## config.mk

```make
export PLATFORM = sky130hd
export DESIGN_NAME = bms_boot_mode_select
export DESIGN_NICKNAME = d
export VERILOG_FILES = /design/src/inc/bms_pkg.sv /design/src/bms_boot_mode_select.sv
export VERILOG_INCLUDE_DIRS = /design/src /design/src/inc
export SDC_FILE = /design/constraint.sdc
export NUM_CORES = 1
export LEC_CHECK = 0
export ABC_AREA = 1
export BUFFER_PORTS_ARGS = -buffer_cell sky130_fd_sc_hd__buf_2
export CAP_MARGIN = 20
export CORE_MARGIN = 3
export CORE_UTILIZATION = 44
export CTS_CLUSTER_DIAMETER = 150
export CTS_CLUSTER_SIZE = 40
export DETAILED_ROUTE_END_ITERATION = 7
export PLACE_DENSITY = 0.75
export SYNTH_ARGS = -nofsm -noshare
export SYNTH_HDL_FRONTEND = slang
export SYNTH_SLANG_ARGS = --single-unit
```

## constraint.sdc

```tcl
create_clock -name mclk -period 1.3 [get_ports mclk]
set_clock_uncertainty 0.05 [all_clocks]
set_input_delay 0.26 -clock mclk [delete_from_list [all_inputs] [get_ports mclk]]
set_output_delay 0.26 -clock mclk [all_outputs]
set_load 0.005 [all_outputs]
```

## src/inc/bms_consts.svh

```systemverilog
`ifndef BMS_CONSTS_SVH
`define BMS_CONSTS_SVH

// Internal oscillator frequency after reset, in MHz
`define BMS_INT_OSC_MHZ      10
// Option byte width and clock mode field
`define BMS_OPT_W            8
`define BMS_CLK_FIELD_LSB    0
`define BMS_CLK_FIELD_W      2
// Option byte reset value (internal oscillator)
`define BMS_OPT_RST          8'h00
// Clock mode encodings
`define BMS_CLK_INTERNAL     2'h0
`define BMS_CLK_EXTERNAL     2'h1
`define BMS_CLK_QUARTZ       2'h2
`define BMS_CLK_RC           2'h3
// Number of option bytes
`define BMS_OPT_NUM          4
`define BMS_OPT_AW           2

`endif

```

## src/inc/bms_pkg.sv

```systemverilog
package bms_pkg;

  typedef enum logic [1:0] {
    BMS_CLK_INT,
    BMS_CLK_EXT,
    BMS_CLK_XTAL,
    BMS_CLK_RCO
  } bms_clk_mode_t;

  typedef enum logic {
    BMS_MODE_WORK,
    BMS_MODE_PROG
  } bms_mode_t;

endpackage : bms_pkg

```

## src/bms_boot_mode_select.sv

```systemverilog
`timescale 1ns/1ps
`include "bms_consts.svh"
// Contract
// - Mode changes only through reset
// - Option bytes writable only in programming
// - Programming traffic goes over I2C
// - Programming mode runs from internal clock
// - Boot internal, then apply stored clock mode
module bms_boot_mode_select
  import bms_pkg::*;
(
  input  wire logic                      mclk,
  input  wire logic                      resetn,
  input  wire logic                      prog_sel_pin,
  input  wire logic                      i2c_opt_wr,
  input  wire logic [`BMS_OPT_AW-1:0]    i2c_opt_addr,
  input  wire logic [`BMS_OPT_W-1:0]     i2c_opt_wdata,
  input  wire logic                      i2c_sda_in,
  input  wire logic                      i2c_scl_in,
  output logic                           prog_mode,
  output logic                           i2c_prog_en,
  output logic                           boot_done,
  output logic [1:0]                     clk_mode,
  output logic                           opt_wr_ack,
  output logic [`BMS_OPT_W-1:0]          opt_byte0,
  output logic                           i2c_sda_prog,
  output logic                           i2c_scl_prog
);

  typedef enum logic [1:0] {
    BMS_ST_SYNC,
    BMS_ST_LATCH,
    BMS_ST_READ_OPT,
    BMS_ST_RUN
  } bms_state_t;

  logic                     rst_s1_q;
  logic                     rst_n_q;
  logic [2:0]               sel_sync_q;
  logic [2:0]               sel_sync_d;
  logic                     sel_stable_q;
  logic                     sel_stable_d;
  bms_state_t               state_q;
  bms_state_t               state_d;
  bms_mode_t                mode_q;
  bms_mode_t                mode_d;
  logic [1:0]               clk_mode_q;
  logic [1:0]               clk_mode_d;
  logic                     ack_q;
  logic                     ack_d;
  logic [`BMS_OPT_W-1:0]    opt_mem_q [`BMS_OPT_NUM];
  logic [`BMS_OPT_W-1:0]    opt_mem_d [`BMS_OPT_NUM];

  // Internal decodes
  logic                     opt_wr_ok;
  logic [`BMS_OPT_NUM-1:0]  opt_sel;
  logic                     prog_now;
  logic                     run_now;

  // Mode decode, shared by the write gate, the bus gate and the boot clock
  function automatic logic bms_is_prog(
    input bms_mode_t m
  );
    return (m == BMS_MODE_PROG);
  endfunction : bms_is_prog

  // Clock mode applied at the end of boot
  function automatic logic [1:0] bms_boot_clk(
    input bms_mode_t             m,
    input logic [`BMS_OPT_W-1:0] b
  );
    logic [1:0] f;
    f = b[`BMS_CLK_FIELD_LSB +: `BMS_CLK_FIELD_W];
    if (bms_is_prog(m)) begin
      f = `BMS_CLK_INTERNAL;
    end
    return f;
  endfunction : bms_boot_clk

  // Reset release through two flip-flops
  always_ff @(posedge mclk or negedge resetn) begin
    if (!resetn) begin
      rst_s1_q <= 1'b0;
      rst_n_q  <= 1'b0;
    end else begin
      rst_s1_q <= 1'b1;
      rst_n_q  <= rst_s1_q;
    end
  end

  // Three-stage pin synchroniser; each stage reads only the one before
  assign sel_sync_d[0] = prog_sel_pin;
  for (genvar s = 1; s < 3; s++) begin : g_sel_sync
    assign sel_sync_d[s] = sel_sync_q[s-1];
  end

  // Level counts once the second and third stages agree
  always_comb begin
    sel_stable_d = sel_stable_q;
    if (sel_sync_q[1] == sel_sync_q[2]) begin
      sel_stable_d = sel_sync_q[2];
    end
  end

  // No reset: the pin is tracked while reset is held, so its level has
  // settled in every stage before the latch reads it after release
  always_ff @(posedge mclk) begin
    sel_sync_q   <= sel_sync_d;
    sel_stable_q <= sel_stable_d;
  end

  // Boot sequence
  always_comb begin
    state_d = state_q;
    unique case (state_q)
      BMS_ST_SYNC: begin
        state_d = BMS_ST_LATCH;
      end
      BMS_ST_LATCH: begin
        state_d = BMS_ST_READ_OPT;
      end
      BMS_ST_READ_OPT: begin
        state_d = BMS_ST_RUN;
      end
      BMS_ST_RUN: begin
        state_d = BMS_ST_RUN;
      end
    endcase
  end

  always_ff @(posedge mclk or negedge rst_n_q) begin
    if (!rst_n_q) begin
      state_q <= BMS_ST_SYNC;
    end else begin
      state_q <= state_d;
    end
  end

  // Mode latch, taken once per reset and held until the next one
  always_comb begin
    mode_d = mode_q;
    if (state_q == BMS_ST_LATCH) begin
      mode_d = sel_stable_q ? BMS_MODE_PROG : BMS_MODE_WORK;
    end
  end

  always_ff @(posedge mclk or negedge rst_n_q) begin
    if (!rst_n_q) begin
      mode_q <= BMS_MODE_WORK;
    end else begin
      mode_q <= mode_d;
    end
  end

  // Clock mode: internal from reset, stored mode applied after the latch in working mode only
  always_comb begin
    clk_mode_d = clk_mode_q;
    if (state_q == BMS_ST_LATCH) begin
      clk_mode_d = `BMS_CLK_INTERNAL;
    end
    if (state_q == BMS_ST_READ_OPT) begin
      clk_mode_d = bms_boot_clk(mode_q, opt_mem_q[0]);
    end
  end

  always_ff @(posedge mclk or negedge rst_n_q) begin
    if (!rst_n_q) begin
      clk_mode_q <= `BMS_CLK_INTERNAL;
    end else begin
      clk_mode_q <= clk_mode_d;
    end
  end

  // Option byte writes, only after a programming boot
  assign opt_wr_ok = run_now && prog_now && i2c_opt_wr;

  // One write select per option byte
  for (genvar g = 0; g < `BMS_OPT_NUM; g++) begin : g_opt_sel
    assign opt_sel[g] = opt_wr_ok && (int'(i2c_opt_addr) == g);
  end

  always_comb begin
    for (int i = 0; i < `BMS_OPT_NUM; i++) begin
      opt_mem_d[i] = opt_sel[i] ? i2c_opt_wdata : opt_mem_q[i];
    end
  end

  // Write acknowledge, raised on the same edge the byte lands
  always_comb begin
    ack_d = opt_wr_ok;
  end

  always_ff @(posedge mclk or negedge rst_n_q) begin
    if (!rst_n_q) begin
      ack_q <= 1'b0;
    end else begin
      ack_q <= ack_d;
    end
  end

  // Option bytes keep their contents across reset
  always_ff @(posedge mclk) begin
    for (int i = 0; i < `BMS_OPT_NUM; i++) begin
      opt_mem_q[i] <= opt_mem_d[i];
    end
  end

  assign prog_now     = bms_is_prog(mode_q);
  assign run_now      = (state_q == BMS_ST_RUN);

  // Bus lines reach the loader only after a programming boot, so
  // traffic seen in working mode never touches the option bytes
  assign i2c_prog_en  = prog_now && run_now;
  assign i2c_sda_prog = i2c_sda_in & i2c_prog_en;
  assign i2c_scl_prog = i2c_scl_in & i2c_prog_en;

  // Status outputs
  assign prog_mode    = prog_now;
  assign boot_done    = run_now;
  assign clk_mode     = clk_mode_q;
  assign opt_wr_ack   = ack_q;
  assign opt_byte0    = opt_mem_q[0];

endmodule : bms_boot_mode_select

```

==> results.cfg <==
[yosys]
yosysSeqAreaShare_pct = 74.00
syn_avg_cell_area_sq_um = 12.80
netlist_instances = 56
synth.distinct_cells = 12
netlist_area_sq_um = 716.9
synth_top_area_cell = edfxtp_1
synth_edf_count = 9
async_flop_share_pct = 40.00
synth_top_cells_by_count = 12 x inv_1, 12 x nand2_1, 9 x edfxtp_1, 8 x dfrtp_1, 4 x ha_1
synth_top_cell_area_share_pct = 37.70
synth.net_count = 76
synth.area.top_cells = edfxtp_1 38%, dfrtp_1 28%, dfxtp_1 8.4%, ha_1 7.0%, inv_1 6.3%
ys_seq_elements = 20
ys.flop_type = edfxtp_1
yosys_warnings = 0

[sta]
min_period_ps = 1420
hold_viol_final = 0
rsz0062_at_grt = yes
finalWorstSetupSlack_ps = -119.5
slew_viol_final = 0
clock.fmax_ghz = 0.7045
finalCritPeriodShare_pct = 109.2
holdWs_ps = 20.00
fin_tns_setup_ps = -661.4
setup_viol = 12

[die]
die_w_um = 46.37
floorplan.die.height_um = 46.37
ioPinCount = 32
fp.dieArea_sq_mm = 0.002150
initial_core_util_pct = 50.66
rows = 13
core_sq_mm = 0.001415

[run]
cap_violations = 0

[status]
failed_checks = negative setup slack
status = finished, violations left

[pwr]
power_frac_clock_pct = 26.7
switching_power_uw = 199.2
ir_drop_mv = 0.6237
power_frac_seq_pct = 67.6
comb_power_share_pct = 5.7
internal-power_uw = 826.6
leakagePower_nw = 0.4948
switching_share_pct = 19.42
power.density_mw_per_mm2 = 1034
power_mw = 1.026

[hold_path]
hold_class = input pin to register

[layout]
drive_gt1_share_pct = 47.37
area_growth_pct = 38.39
nNetsFinal = 116
n_antenna_cell = 0
final_cell_area_sq_um = 992.2
layoutNonFillerInstCount = 110
fin_util_pct = 70.11

[worst_setup_path]
worstPathRequired_ps = 990
critical_path_class = register to primary output
cp-start-kind = register
crit_chain = ha_4, nand2_4, nor2_1, buf_2
worstPathArrival_ps = 1110
endpoint_kind = primary output
max_stage_delay_ps = 410
crit_path_top_delay_cell = dfrtp_1
cp_max_fo = 3

[global_routing]
grt_max_degree = 12
grt-ovfl-total = 0
antenna_found_initial = 0
grt_pass1_vias = 476
grt.total_usage_pct = 11.48
grt_first_pass_wirelength_um = 1718

[route]
wirelength_um = 1152
top_layer = met3
met2_length_um = 607
drtIter0Drc = 7
drt-wirelength-per-cell_um = 10.47
met1_length_um = 432
drt-vias-per-instance = 4.391
drc_errors = 0
met3_length_um = 112
vias = 483
antenna_left = 0
first_pass_iters = 4

[placed_design]
gp_congestion = 0.6609
pre_cts_ws_ps = 35.23
place_area_sq_um = 910.9
port_buffers = 31
numPlacedInstances = 104
dp_hpwl_um = 856.5

[clock_network]
cts_buffer_depth = 2
tritoncts = built
htree_levels = 1
cts_buffers = 3
cts_sinks = 20
insertion_delay_ps = 280
root_buffer = clkbuf_4
path_clk_slew_ps = 100
worst paths after layout:
| kind | startpoint | to | slack [ps] | cells after the start |
|---|---|---|---|---|
| max | state_q[0] | i2c_scl_prog | -120 | 4 |
| min | prog_sel_pin | sel_sync_q[0] | 20 | 1 |
| max reg2reg | state_q[0] | opt_mem_q[0][7] | -40 | 4 |
| min reg2reg | rst_n_q | clk_mode[0] | 60 | 0 |
| max in group asynchronous | resetn | rst_n_q | 890 | 2 |
| min in group asynchronous | rst_n_q | clk_mode[0] | 60 | 0 |
cells by family after synthesis:
logic type                 share of synthesized area, %
DFF                                               74.00
and+or+nand+nor                                   11.00
buffers and inverters                             6.282
adders and majority gates                         6.981
xor gates and xnor gates                          1.222
other                                            0.5231
worst max-delay path: cells and delay by family (launching register included):
kind                     cells  cell delay [ps]
adder cells (fa/ha/maj)      1              170
buffers and inverters        1              110
flip-flops                   1              410
AND/OR/NAND/NOR              2              140
power groups by stage:
stage | Clock, mW | Combinational [mW] | Sequential (mW)
finish | 0.274 | 0.0586 | 0.694
detailed placement | 0 | 0.0559 | 0.707
global route | 0.313 | 0.0657 | 0.697
CTS | 0.290 | 0.0587 | 0.694
floorplan | 0 | 0.0177 | 0.706
global placement | 0 | 0.0540 | 0.706
cell type report:
class	instances	area (sq um)
sequential	20	530.5
fill	106	422.9
timing repair buffer	35	187.7
multi-input combinational	24	181.4
inverter	12	47.55
clock buffer	3	22.52
tap	15	18.77
clock inverter	1	3.754
state kept, by name, indices dropped and copies added (netlist names):
| register | count |
|---|---|
| sel_sync_q | 3 |
| rst_s1_q | 1 |
| clk_mode | 2 |
| opt_wr_ack | 1 |
| state_q | 2 |
| prog_mode | 1 |
| sel_stable_q | 1 |
| opt_mem_q | 8 |
| rst_n_q | 1 |
cells in the final DEF, fill, tap and decap left out, drive strengths merged:
cell / instances
buf: 34
dfrtp: 8
clkbuf: 3
edfxtp: 9
nor2: 4
inv: 12
xnor2: 1
or2: 1
conb: 1
clkinv: 1
nand2: 12
ha: 4
dfxtp: 3
nand3: 1
dlygate4sd3: 1
repair_timing:
| item | 4_1_cts | 5_1_grt |
|---|---|---|
| endpoints found under the hold margin | 2 | 0 |
| hold buffers | 1 | 0 |
| setup buffers | 2 | 0 |
| gates resized for setup | 4 | 5 |
| endpoints found under the setup margin | 4 | 14 |
| pin swaps | 2 | 3 |
routing by layer:
layer  track usage [%]  vias to the layer above
met5                 0                        -
met4             7.955                        0
met3             2.734                        0
met2             19.78                       21
met1             12.09                      219
li1                  -                      243
Power figures use the tool's default switching activity.
